## src/asc_pkg.sv

```systemverilog
// constants for the 16k x 1 static memory host controller
`default_nettype none
package asc_pkg;
  localparam int ADDR_W = 14;
  localparam int CLK_PERIOD_NS = 50;
  // speed grade timing, nanoseconds, indexed by grade 0..2
  localparam int T_CYCLE_NS_G0 = 35;
  localparam int T_CYCLE_NS_G1 = 45;
  localparam int T_CYCLE_NS_G2 = 55;
  localparam int T_CS_WR_NS_G0 = 30;
  localparam int T_CS_WR_NS_G1 = 40;
  localparam int T_CS_WR_NS_G2 = 50;
  localparam int T_DATA_WR_NS_G0 = 20;
  localparam int T_DATA_WR_NS_G1 = 25;
  localparam int T_DATA_WR_NS_G2 = 25;
  localparam int TURN_OFF_DELAY_NS = 30;
  localparam int RETAIN_ENTRY_NS = 0;
  // least times round up, never below one cycle
  function automatic int ns_to_cyc(input int ns);
    int c;
    c = (ns + CLK_PERIOD_NS - 1) / CLK_PERIOD_NS;
    return (c < 1) ? 1 : c;
  endfunction
  localparam int CYC_W = 4;
  localparam logic [1:0] GRADE_DEFAULT = 2'h0;
  typedef enum logic [2:0] {
    ST_IDLE = 3'b000,
    ST_RD = 3'b001,
    ST_WR_SETUP = 3'b010,
    ST_WR_PULSE = 3'b011,
    ST_RECOVER = 3'b100,
    ST_RETAIN = 3'b101
  } asc_state_e;
endpackage : asc_pkg
`default_nettype wire
```

## src/asc_ctrl.sv

```systemverilog
// host controller driving the 16k x 1 static memory pins
// Summary of operation
// - select high idles; strobe picks read/write
// - read cycle at least grade cycle time
// - write strobe held high during reads
// - address and select change on the same edge
// - write cycle at least grade cycle time
// - select low long enough before write end
// - address stable long enough before write end
// - data stable long enough before write end
// - deselect for retention; wait after restore
`default_nettype none
module asc_ctrl #(
  parameter logic [1:0] GRADE = asc_pkg::GRADE_DEFAULT
) (
  input wire logic REF_CLK_I,
  input wire logic RST_I,
  input wire logic REQ_VALID_I,
  input wire logic REQ_WRITE_I,
  input wire logic [asc_pkg::ADDR_W-1:0] REQ_ADDR_I,
  input wire logic REQ_DATA_I,
  input wire logic RETAIN_REQ_I,
  input wire logic SUPPLY_OK_I,
  input wire logic MEM_DOUT_I,
  output logic REQ_READY_O,
  output logic RD_VALID_O,
  output logic RD_DATA_O,
  output logic RETAINING_O,
  output logic [asc_pkg::ADDR_W-1:0] MEM_ADDR_O,
  output logic MEM_CS_N_O,
  output logic MEM_WE_N_O,
  output logic MEM_DIN_O
);
  localparam int CYC_NS = (GRADE == 2'h2) ? asc_pkg::T_CYCLE_NS_G2 :
    (GRADE == 2'h1) ? asc_pkg::T_CYCLE_NS_G1 : asc_pkg::T_CYCLE_NS_G0;
  localparam int CSW_NS = (GRADE == 2'h2) ? asc_pkg::T_CS_WR_NS_G2 :
    (GRADE == 2'h1) ? asc_pkg::T_CS_WR_NS_G1 : asc_pkg::T_CS_WR_NS_G0;
  localparam int DW_NS = (GRADE == 2'h2) ? asc_pkg::T_DATA_WR_NS_G2 :
    (GRADE == 2'h1) ? asc_pkg::T_DATA_WR_NS_G1 : asc_pkg::T_DATA_WR_NS_G0;
  localparam logic [asc_pkg::CYC_W-1:0] RD_CYC =
    asc_pkg::CYC_W'(asc_pkg::ns_to_cyc(CYC_NS));
  // the pulse must cover select and data hold-before-end
  localparam int PULSE_NS = (CSW_NS > DW_NS) ? CSW_NS : DW_NS;
  localparam logic [asc_pkg::CYC_W-1:0] WR_CYC =
    asc_pkg::CYC_W'(asc_pkg::ns_to_cyc(PULSE_NS));
  localparam logic [asc_pkg::CYC_W-1:0] WC_CYC =
    asc_pkg::CYC_W'(asc_pkg::ns_to_cyc(CYC_NS));
  // bus release after deselect before a new select may follow
  localparam logic [asc_pkg::CYC_W-1:0] OFF_CYC =
    asc_pkg::CYC_W'(asc_pkg::ns_to_cyc(asc_pkg::TURN_OFF_DELAY_NS));
  // last-count value sized to the counter, so its width may change
  localparam logic [asc_pkg::CYC_W-1:0] CNT_ONE =
    {{(asc_pkg::CYC_W-1){1'h0}}, 1'h1};

  asc_pkg::asc_state_e state_r, state_nxt;
  logic [asc_pkg::CYC_W-1:0] cnt_r, cnt_nxt;
  logic [asc_pkg::CYC_W-1:0] wc_r;
  logic take_req;
  logic take_wr;
  logic rd_last;
  logic sel_nxt;
  logic strobe_nxt;

  assign REQ_READY_O = (state_r == asc_pkg::ST_IDLE) && !RETAIN_REQ_I;
  // one accept term feeds counter, address and data latches alike
  assign take_req = REQ_READY_O && REQ_VALID_I;
  assign take_wr = take_req && REQ_WRITE_I;
  // last select cycle of a read; access time has elapsed by now
  assign rd_last = (state_r == asc_pkg::ST_RD) && (cnt_r == CNT_ONE);
  // pins follow the next state so they leave their flops in step
  assign sel_nxt = (state_nxt == asc_pkg::ST_RD) ||
    (state_nxt == asc_pkg::ST_WR_SETUP) ||
    (state_nxt == asc_pkg::ST_WR_PULSE);
  assign strobe_nxt = (state_nxt == asc_pkg::ST_WR_PULSE);

  always_comb begin
    state_nxt = state_r;
    cnt_nxt = cnt_r;
    if (cnt_r != '0) begin
      cnt_nxt = cnt_r - 1'b1;
    end
    case (state_r)
      asc_pkg::ST_IDLE: begin
        if (RETAIN_REQ_I) begin
          state_nxt = asc_pkg::ST_RETAIN;
        end else if (REQ_VALID_I && REQ_WRITE_I) begin
          state_nxt = asc_pkg::ST_WR_SETUP;
        end else if (REQ_VALID_I) begin
          state_nxt = asc_pkg::ST_RD;
          cnt_nxt = RD_CYC;
        end
      end
      asc_pkg::ST_RD: begin
        // sample on the last cycle, access time has elapsed
        if (rd_last) begin
          state_nxt = asc_pkg::ST_RECOVER;
          cnt_nxt = OFF_CYC;
        end
      end
      asc_pkg::ST_WR_SETUP: begin
        // select and address go out one cycle before the strobe
        state_nxt = asc_pkg::ST_WR_PULSE;
        cnt_nxt = WR_CYC;
      end
      asc_pkg::ST_WR_PULSE: begin
        if (cnt_r == CNT_ONE) begin
          state_nxt = asc_pkg::ST_RECOVER;
          cnt_nxt = OFF_CYC;
        end
      end
      asc_pkg::ST_RECOVER: begin
        if (cnt_r == CNT_ONE && wc_r == '0) begin
          state_nxt = asc_pkg::ST_IDLE;
        end else if (cnt_r == '0 && wc_r == '0) begin
          state_nxt = asc_pkg::ST_IDLE;
        end
      end
      asc_pkg::ST_RETAIN: begin
        // one read cycle after supply returns before accesses resume
        if (!SUPPLY_OK_I || RETAIN_REQ_I) begin
          cnt_nxt = RD_CYC;
        end else if (cnt_r == '0) begin
          state_nxt = asc_pkg::ST_IDLE;
        end
      end
      default: begin
        state_nxt = asc_pkg::ST_IDLE;
      end
    endcase
  end

  always_ff @(posedge REF_CLK_I) begin
    if (RST_I) begin
      state_r <= asc_pkg::ST_IDLE;
      cnt_r <= '0;
    end else begin
      state_r <= state_nxt;
      cnt_r <= cnt_nxt;
    end
  end

  // whole write cycle length counted from address valid
  always_ff @(posedge REF_CLK_I) begin
    if (RST_I) begin
      wc_r <= '0;
    end else if (take_wr) begin
      wc_r <= WC_CYC;
    end else if (wc_r != '0) begin
      wc_r <= wc_r - 1'b1;
    end
  end

  // address latched at acceptance, stable past the strobe rise
  always_ff @(posedge REF_CLK_I) begin
    if (RST_I) begin
      MEM_ADDR_O <= '0;
    end else if (take_req) begin
      MEM_ADDR_O <= REQ_ADDR_I;
    end
  end

  // data moves only on acceptance, so it outlasts the write end
  always_ff @(posedge REF_CLK_I) begin
    if (RST_I) begin
      MEM_DIN_O <= 1'h0;
    end else if (take_req) begin
      MEM_DIN_O <= REQ_DATA_I;
    end
  end

  // select asserted on the same edge the address is latched, so neither leads
  always_ff @(posedge REF_CLK_I) begin
    if (RST_I) begin
      MEM_CS_N_O <= 1'b1;
    end else begin
      MEM_CS_N_O <= !sel_nxt;
    end
  end

  // strobe rises together with select; device stays floating then
  always_ff @(posedge REF_CLK_I) begin
    if (RST_I) begin
      MEM_WE_N_O <= 1'b1;
    end else begin
      MEM_WE_N_O <= !strobe_nxt;
    end
  end

  // one-cycle pulse; the host must take the bit while it stands
  always_ff @(posedge REF_CLK_I) begin
    if (RST_I) begin
      RD_VALID_O <= 1'h0;
    end else begin
      RD_VALID_O <= rd_last;
    end
  end

  // bit kept until the next read, sampled before select rises
  always_ff @(posedge REF_CLK_I) begin
    if (RST_I) begin
      RD_DATA_O <= 1'h0;
    end else if (rd_last) begin
      RD_DATA_O <= MEM_DOUT_I;
    end
  end

  always_ff @(posedge REF_CLK_I) begin
    if (RST_I) begin
      RETAINING_O <= 1'b0;
    end else begin
      RETAINING_O <= (state_nxt == asc_pkg::ST_RETAIN);
    end
  end
endmodule : asc_ctrl
`default_nettype wire

```

## config.mk

```make
export PLATFORM = sky130hd
export DESIGN_NAME = asc_ctrl
export DESIGN_NICKNAME = d
export VERILOG_FILES = /design/src/asc_pkg.sv /design/src/asc_ctrl.sv
export SDC_FILE = /design/constraint.sdc
export NUM_CORES = 1
export LEC_CHECK = 0
export ABC_CLOCK_PERIOD_IN_PS = 1800
export BUFFER_PORTS_ARGS = -buffer_cell sky130_fd_sc_hd__buf_2
export CORE_ASPECT_RATIO = 1.25
export CORE_MARGIN = 3
export CORE_UTILIZATION = 50
export CTS_BUF_LIST = sky130_fd_sc_hd__clkbuf_16
export CTS_CLUSTER_SIZE = 25
export DETAILED_ROUTE_END_ITERATION = 10
export GPL_TIMING_DRIVEN = 0
export PLACE_DENSITY = 0.85
export SKIP_CTS_REPAIR_TIMING = 1
export SYNTH_ARGS = -nofsm -noshare
export SYNTH_HDL_FRONTEND = slang
export SYNTH_SLANG_ARGS = --single-unit
```

## constraint.sdc

```tcl
create_clock -name REF_CLK_I -period 1.8 [get_ports REF_CLK_I]
set_clock_uncertainty 0.05 [all_clocks]
set_input_delay 0.36 -clock REF_CLK_I [delete_from_list [all_inputs] [get_ports REF_CLK_I]]
set_output_delay 0.36 -clock REF_CLK_I [all_outputs]
set_load 0.02 [all_outputs]
```

### Word-level counts from Yosys, hierarchy flattened

Cells that the tools add are included.

| word-level totals | value |
|---|---|
| register bits after elaboration | 31 |
| input bits | 22 |
| output and inout port bits | 21 |
| logic and storage cells | 64 |

| cells by class | value |
|---|---|
| add/subtract/negate cells | 2 |
| eq/ne operators | 10 |
| multiplexer cells | 20 |
| reductions and logical operators | 21 |

Operators with widths:

| operator | count |
|---|---|
| $mux W4 | 7 |
| $mux W3 | 9 |
| $pmux W4 S5 | 1 |
| $pmux W3 S6 | 1 |
| $eq A3 B2 Y1 const B | 4 |
| $eq A3 B3 Y1 const B | 3 |
| $logic_not A4 Y1 | 2 |
| $reduce_bool A4 Y1 | 2 |
| $sub A4 B1 Y4 const B | 2 |
| $logic_and A1 B1 Y1 | 7 |
| $eq A3 B1 Y1 const B | 2 |
| $eq A4 B1 Y1 const B | 1 |
| $logic_not A1 Y1 | 4 |
| $logic_not A3 Y1 | 1 |
| $logic_or A1 B1 Y1 | 3 |
| $mux W1 | 2 |
| $reduce_bool A2 Y1 | 1 |
| $reduce_or A2 Y1 | 1 |

### Longest topological paths before layout

Gate-level depths: netlist of the first run.

| depth | value |
|---|---|
| word-level depth | 9 |
| gate-level depth with buffers | 7 |
| depth with buffers taken out | 6 |

### Least setup slack after synthesis of the first run

OpenSTA, ideal clock, no wires.

| timing | value |
|---|---|
| path type | register -> register |
| start point | reg wc_r[0] (netlist name) |
| end point | reg MEM_CS_N_O |
| setup time | 0.118 ns |
| data arrival time | 1.448 ns |
| required time | 1.632 ns |
| path slack | 0.184 ns |
| cell stages (with the launch flop) | 8 |
| path buffers | 1 |
| clock period less this slack | 1.616 ns |
| cell sequence | dfxtp_1 -> inv_1 -> ha_1 -> or3b_1 -> buf_2 -> nor4b_2 -> o32a_2 -> a21oi_2 |

| on the way | value |
|---|---|
| word-level cells in the longest chain between the ends | 9 |
| elaborated cells between the ends (all ways) | 12 |
| classes of those cells | eq/ne (3); mux (3); reduce/logical (6) |

Ends and longest elaborated chain:

| element | line | source |
|---|---|---|
| start: declaration | asc_ctrl.sv:57 | `logic [asc_pkg::CYC_W-1:0] wc_r;` |
| start signal: assignment | asc_ctrl.sv:149 | `wc_r <= wc_r - 1'b1;` |
| $logic_not A4 Y1 (*) | asc_ctrl.sv:112, asc_ctrl.sv:114 |  |
| $logic_and A1 B1 Y1 | asc_ctrl.sv:114 | `end else if (cnt_r == '0 && wc_r == '0) begin` |
| $mux W3 | asc_ctrl.sv:114 |  |
| $mux W3 (*) | asc_ctrl.sv:112 | `if (cnt_r == CNT_ONE && wc_r == '0) begin` |
| $pmux W3 S6 (*) | asc_ctrl.sv:82 | `case (state_r)` |
| $eq A3 B1 Y1 or $eq A3 B2 Y1 (tied branches) | asc_ctrl.sv:71, asc_ctrl.sv:72 |  |
| $logic_or A1 B1 Y1 | asc_ctrl.sv:71 | `assign sel_nxt = (state_nxt == asc_pkg::ST_RD) \|\|` |
| $logic_or A1 B1 Y1 (*) | asc_ctrl.sv:72 | `(state_nxt == asc_pkg::ST_WR_SETUP) \|\|` |
| $logic_not A1 Y1 (*) | asc_ctrl.sv:176 | `MEM_CS_N_O <= !sel_nxt;` |
| end signal: assignment | asc_ctrl.sv:176 |  |
| end: declaration | asc_ctrl.sv:30 | `output logic MEM_CS_N_O,` |

Every way passes the cells marked *; elsewhere a longest branch is shown, timed or not.
A chain may end at the register's enable or synchronous reset.

### Worst setup path after layout of the first run

| timing | value |
|---|---|
| start point | reg wc_r[0] (netlist name) |
| end point | reg RETAINING_O |

| on the way | value |
|---|---|
| word-level cells in the longest chain between the ends | 6 |
| elaborated cells between the ends (all ways) | 7 |
| classes of those cells | eq/ne (1); mux (3); reduce/logical (3) |

Ends and longest elaborated chain:

| element | line | source |
|---|---|---|
| $logic_not A4 Y1 (*) | asc_ctrl.sv:112, asc_ctrl.sv:114 |  |
| $logic_and A1 B1 Y1 | asc_ctrl.sv:114 |  |
| $mux W3 | asc_ctrl.sv:114 |  |
| $mux W3 (*) | asc_ctrl.sv:112 |  |
| $pmux W3 S6 (*) | asc_ctrl.sv:82 |  |
| $eq A3 B3 Y1 (*) | asc_ctrl.sv:211 | `RETAINING_O <= (state_nxt == asc_pkg::ST_RETAIN);` |
| end signal: assignment | asc_ctrl.sv:211 |  |
| end: declaration | asc_ctrl.sv:28 | `output logic RETAINING_O,` |

Marks and branches as above.

==> flow_summary_export.csv, run 1 <==
group,metric,value,unit
outcome,outcome,"finished clean",
layout,drive_above_1_share,0.359,
placement,place_congestion,0.901,
layout,multi_input_area,721,sq um
synth,synthXorXnorAreaFrac,0.0187,
placement,dp.cells,235,
synth,ys_seq_area_frac,0.440,
synth,synth_compound_area_frac,0.193,
layout,fill_cells,208,
pwr,leakage,0.778,nW
timing,rsz0062_at_grt,"false",
timing,fmax,579,MHz
die,core,0.00255,sq mm
die,rows,20,
clock_tree,cts_root_buffer,"clkbuf_16",
synth,synthMuxAreaShare,0.00710,
timing,hold_viol,0,
die,die_h,65.4,microns
synth,syn-cell-area,0.00141,sq mm
timing,tightest_slew,0.418,ns
pwr,power_frac_clock,0.273,
drt,post-route-drc-count,0,
global_routing,grt_max_degree,11,
pwr,intPower,1.81,mW
synth,synth-simple-area-share,0.251,
drt,top_layer,"met4",
clock_tree,htreeDepth,2,
drt,ant_nets,0,
synth,syn_nets,186,
die,fp.dieW,53.5,microns
global_routing,overflow,0,
timing,whs,0.286,ns
setup_path,path_class,"reg -> reg",
placement,io_buffer_count,42,
setup_path,worstPathArrival,1.83,ns
timing,slew_violations,0,
layout,instances_no_fill,242,
drt,totalWireLength,3.03,mm
placement,post-place-ws,0.0528,ns
setup_path,setup.worst_path.end_class,"flop",
drt,wl_met2,1.65,mm
timing,finalSetupTns,0,ns
setup_path,critPathLaunchType,"flop",
timing,period_minus_slack,1.73,ns
drt,num_vias,1256,
run,drv_cap,0,
global_routing,grt_use_total,0.204,
synth,synth_area_per_cell,8.81,sq um
synth,synth_top_family_by_area,"simple AND/OR/NAND/NOR gates",
timing,relSlewSlack,0.722,
placement,place_area,0.00166,sq mm
timing,worst_slack,0.0737,ns
pwr,p_comb_frac,0.382,
hold_path,hp-class,"in -> reg",
pwr,p_sw,0.961,mW
timing,period_share,0.959,
synth,synth.distinct_cells,38,
drt,drtIter0Drc,24,
pwr,sequentialPowerShare,0.344,
layout,postLayoutCoreUtil,0.708,
pwr,irDropWorstVdd,0.000990,V
global_routing,grt_pass1_vias,1252,
global_routing,antenna_found_initial,0,
clock_tree,clock-sinks,31,
clock_tree,clock_path_buffers,2,
drt,wl_per_cell,12.5,microns
drt,viasPerCell,5.19,
global_routing,grt_pass1_wl,5.24,mm
setup_path,cp.required,1.91,ns
synth,yosysWarnings,0,
timing,setup_viol,0,
clock_tree,clk_latency,0.27,ns
clock_tree,cts_made_buffers,5,
drt,wl_met1,1.15,mm
synth,syn_inst,160,
pwr,switching_share,0.347,
layout,nNetsFinal,235,
clock_tree,cts_tree,"built",
clock_tree,clk_pin_slew,0.05,ns
layout,fin_area,0.00181,sq mm
synth,synth_seq_cells,31,
drt,first_pass_iters,4,
setup_path,cp_max_fo,5,
layout,seqCellArea,622,sq um
drt,wl_met3,188,microns
pwr,pwr_density_cell,1530,mW/mm^2
synth,synthAdderAreaFrac,0.0355,
layout,area_growth,28.2,%
die,dieArea,0.00349,sq mm
layout,diodes,0,
pwr,total_power,2.77,mW
die,initial_core_util,0.552,
placement,hpwlAfterDp,2.21,mm
die,ios,43,
==> cells in the final DEF (no fill, tap or decap), drive strengths merged, types with 2 or more instances in the layout <==
master and instances:
and2 3, nand2b 3, xnor2 2, nor3 3, o31ai 2, a31oi 2, ha 4, nand2 39
inv 6, nor2b 2, o21ai 2, nand3 3, a211oi 2, a21oi 23, clkinv 2, nor2 9
buf 48, dfxtp 31, clkbuf 5, or3 2
==> cells in the mapped netlist (all sizes together) <==
cell	count	share of area
nor3b	1	0.0089
nand3	3	0.011
o32a	1	0.0080
and3	1	0.0044
o21a	1	0.0053
inv	6	0.016
nor3	3	0.014
dfxtp	31	0.44
a21boi	1	0.0080
xnor2	2	0.012
and4bb	1	0.0089
nor4	1	0.015
nor4b	1	0.011
buf	6	0.032
a21oi	23	0.11
o31ai	2	0.011
mux2i	1	0.0071
o211ai	1	0.0053
ha	4	0.036
dlygate4sd1	1	0.0062
nor2	9	0.024
xor2	1	0.0062
a31oi	2	0.0089
nand2	39	0.10
a211o	1	0.0062
o21ai	2	0.0071
or3b	1	0.0062
and2	3	0.013
a211oi	2	0.011
a311oi	1	0.0062
or3	2	0.0089
nand2b	3	0.013
nor2b	2	0.0089
a21o	1	0.0053
==> kinds of logic (layout without fill, tap and decap cells) <==
logic type / after synthesis / count (layout)
AND/OR/NAND/NOR: 70 / 70
AO/OA/AOI/OAI: 38 / 38
flip-flops: 31 / 31
buffers and inverters: 13 / 62
adder cells (fa/ha/maj): 4 / 4
XOR/XNOR: 3 / 3
multiplexers: 1 / 1
==> final cells by class <==
cell class / count / area share
Buffer: 7 / 0.0312
Clock buffer: 5 / 0.0693
Clock inverter: 2 / 0.00485
Inverter: 6 / 0.0125
Multi-Input combinational cell: 116 / 0.399
Sequential cell: 31 / 0.344
Tap cell: 33 / 0.0229
Timing Repair Buffer: 42 / 0.116
==> flip-flops by register name (all words and copies together), names as in the netlist <==
register / cells
MEM_DIN_O: 1
RD_VALID_O: 1
MEM_CS_N_O: 1
RETAINING_O: 1
state_r: 3
MEM_ADDR_O: 14
cnt_r: 4
RD_DATA_O: 1
wc_r: 4
MEM_WE_N_O: 1
==> worst max-delay path, stage by stage (launching register included) <==
cell and delay [ns]:
dfxtp_1 0.33, inv_2 0.07, ha_2 0.17, or3b_1 0.34, buf_4 0.16, nor4b_2 0.21, o32a_2 0.23, nor3_2 0.05
==> power by group through the flow <==
stage | clock [mW] | combinational, mW | sequential, mW
5_1_grt | 0.798 | 1.18 | 0.973
4_1_cts | 0.763 | 1.03 | 0.945
3_5_place_dp | 0 | 1.02 | 0.955
6_report | 0.757 | 1.06 | 0.954
2_1_floorplan | 0 | 0.735 | 1.01
3_3_place_gp | 0 | 0.989 | 0.947
==> routing by layer <==
layer,global-route usage,up-vias
met5,0,-
met2,0.373,37
li1,-,639
met4,0.0799,0
met1,0.207,575
met3,0.0635,5
==> final timing paths <==
check | slack, ns | cells past startpoint | endpoint | from
worst max-delay path | 0.07 | 7 | RETAINING_O$_SDFF_PP0_ | wc_r[0]$_SDFFE_PP0P_
worst min-delay path | 0.29 | 3 | MEM_ADDR_O[2]$_SDFFE_PP0P_ | REQ_ADDR_I[2]
worst min register to register | 0.41 | 2 | MEM_DIN_O$_SDFFE_PP0P_ | MEM_DIN_O$_SDFFE_PP0P_
worst max register to register | 0.07 | 7 | RETAINING_O$_SDFF_PP0_ | wc_r[0]$_SDFFE_PP0P_
Note: power is estimated with default switching activity, not from simulation.
==> run 2: changes to the inputs <==
Settings changed: CORE_UTILIZATION 50 to 52, CTS_BUF_LIST sky130_fd_sc_hd__clkbuf_16 to sky130_fd_sc_hd__clkbuf_4 sky130_fd_sc_hd__clkbuf_8, PLACE_DENSITY 0.85 to 0.79.
==> run 2 against run 1 <==
- flip-flop and latch count unchanged
- design area decreased by 1.2%
- setup slack worse by 0.019 ns
- non-clock buffer count grew 3
- critical path type unchanged
- sequential power decreased by 0.5%
- highest routed layer unchanged
==> flow_summary_export.csv, run 2 (synthesis gave the netlist of run 1 again) <==
group,metric,value,unit
outcome,outcome,"finished clean",
placement,hpwlAfterDp,2.28,mm
drt,num_vias,1257,
drt,first_pass_iters,4,
drt,post-route-drc-count,0,
timing,fmax,573,MHz
global_routing,overflow,0,
placement,dp.cells,235,
hold_path,hold-path-cell-count,3,
layout,final_cell_mix,"buf_2 (43), nand2_1 (39), dfxtp_1 (28)",
global_routing,grt_use_total,0.209,
timing,hold_viol,0,
layout,fin_area,0.00179,sq mm
clock_tree,htreeDepth,2,
layout,final_common_cell,"buf_2",
placement,post-place-ws,0.0361,ns
global_routing,antenna_found_initial,0,
clock_tree,clock-sinks,31,
timing,finalSetupTns,0,ns
timing,period_share,0.969,
setup_path,worstPathArrival,1.93,ns
die,dieArea,0.00337,sq mm
layout,largest_register_ffs,14,
die,die_h,64.2,microns
die,rows,20,
timing,period_minus_slack,1.75,ns
setup_path,r2r_cells,7,
layout,postLayoutCoreUtil,0.714,
clock_tree,cts_tree,"built",
layout,area_growth,26.7,%
setup_path,r2r_slack,0.05,ns
timing,slew_violations,0,
clock_tree,clk_pin_slew,0.10,ns
layout,nNetsFinal,238,
global_routing,grt_max_degree,11,
timing,worst_slack,0.0549,ns
run,drv_cap,0,
placement,place_congestion,0.897,
placement,place_area,0.00166,sq mm
setup_path,timing.rr.start,"wc_r[1]$_SDFFE_PP0P_",
layout,diodes,0,
setup_path,cp_max_fo,5,
setup_path,crit-reg2reg-capture,"RETAINING_O$_SDFF_PP0_",
drt,totalWireLength,3.16,mm
die,initial_core_util,0.563,
clock_tree,clock_path_buffers,2,
global_routing,grt_pass1_wl,5.28,mm
global_routing,grt_pass1_vias,1267,
pwr,total_power,2.56,mW
clock_tree,cts_made_buffers,5,
layout,reg_top3,"MEM_ADDR_O x14, cnt_r x4, wc_r x4",
die,ios,43,
setup_path,cp.required,1.98,ns
setup_path,path_class,"reg -> reg",
setup_path,setup.worst_path.end_class,"flop",
timing,tightest_slew,0.434,ns
drt,drtIter0Drc,15,
drt,viasPerCell,5.11,
layout,top_register,"MEM_ADDR_O",
layout,instances_no_fill,246,
timing,whs,0.202,ns
die,fp.dieW,52.6,microns
pwr,pwr_density_cell,1430,mW/mm^2
drt,wl_per_cell,12.8,microns
timing,setup_viol,0,
clock_tree,clk_latency,0.34,ns
drt,ant_nets,0,
setup_path,crit_path_start,"wc_r[1]$_SDFFE_PP0P_",
setup_path,critPathLaunchType,"flop",
die,core,0.00250,sq mm
hold_path,hp-class,"in -> reg",
pwr,irDropWorstVdd,0.000925,V
setup_path,endpoint,"RETAINING_O$_SDFF_PP0_",
pwr,leakage,0.772,nW
placement,io_buffer_count,42,
timing,relSlewSlack,0.711,
clock_tree,cts_root_buffer,"clkbuf_4",
layout,drive_above_1_share,0.385,
## run 2: cell count changes in the layout (fill, tap and decap cells not counted), sizes merged
| cell | previous run | this run |
|---|---|---|
| buf | 48 | 51 |
| clkbuf | 5 | 6 |
| clkinv | 2 | 1 |
| clkinvlp | 0 | 1 |
## run 2: worst min path at each step
stage / from / endpoint / slack, ns
finish: REQ_ADDR_I[10] / MEM_ADDR_O[10]$_SDFFE_PP0P_ / 0.20
global route: REQ_ADDR_I[13] / MEM_ADDR_O[13]$_SDFFE_PP0P_ / 0.19
CTS: REQ_ADDR_I[4] / MEM_ADDR_O[4]$_SDFFE_PP0P_ / 0.19
detailed placement: MEM_ADDR_O[2]$_SDFFE_PP0P_ / MEM_ADDR_O[2]$_SDFFE_PP0P_ / 0.40
global placement: MEM_ADDR_O[13]$_SDFFE_PP0P_ / MEM_ADDR_O[13]$_SDFFE_PP0P_ / 0.39
floorplan: RST_I / RETAINING_O$_SDFF_PP0_ / 0.38
## run 2: report_power, final
group / switching [mW] / total [mW] / internal, mW
sequential: 0.116 / 0.949 / 0.834
clock: 0.242 / 0.408 / 0.165
combinational: 0.634 / 1.20 / 0.571
total: 0.992 / 2.56 / 1.57
## run 2: worst max-delay path, stage by stage, from the launching register on
cell	delay, ns
dfxtp_2	0.34
inv_2	0.08
ha_4	0.13
or3b_1	0.36
buf_6	0.15
nor4b_4	0.27
o32a_4	0.22
nor3_2	0.04
## run 2: area by class of cell
class / instances / area, sq um
flip-flops and latches: 31 / 624
well taps: 33 / 41.3
clock buffers: 6 / 45.0
fillers: 216 / 717
clock inverters: 2 / 12.5
plain buffers: 7 / 60.1
inverters: 6 / 22.5
repair buffers: 45 / 235
multi-input cells: 116 / 744
## run 2: layer usage
layer | vias up | share of wire | routed length [microns] | GRT usage
met5 | - | 0 | 0 | 0
met4 | 0 | 0.019 | 60 | 0.0863
met3 | 6 | 0.057 | 181 | 0.0816
met2 | 30 | 0.51 | 1630 | 0.356
met1 | 573 | 0.41 | 1290 | 0.223
li1 | 648 | - | - | -
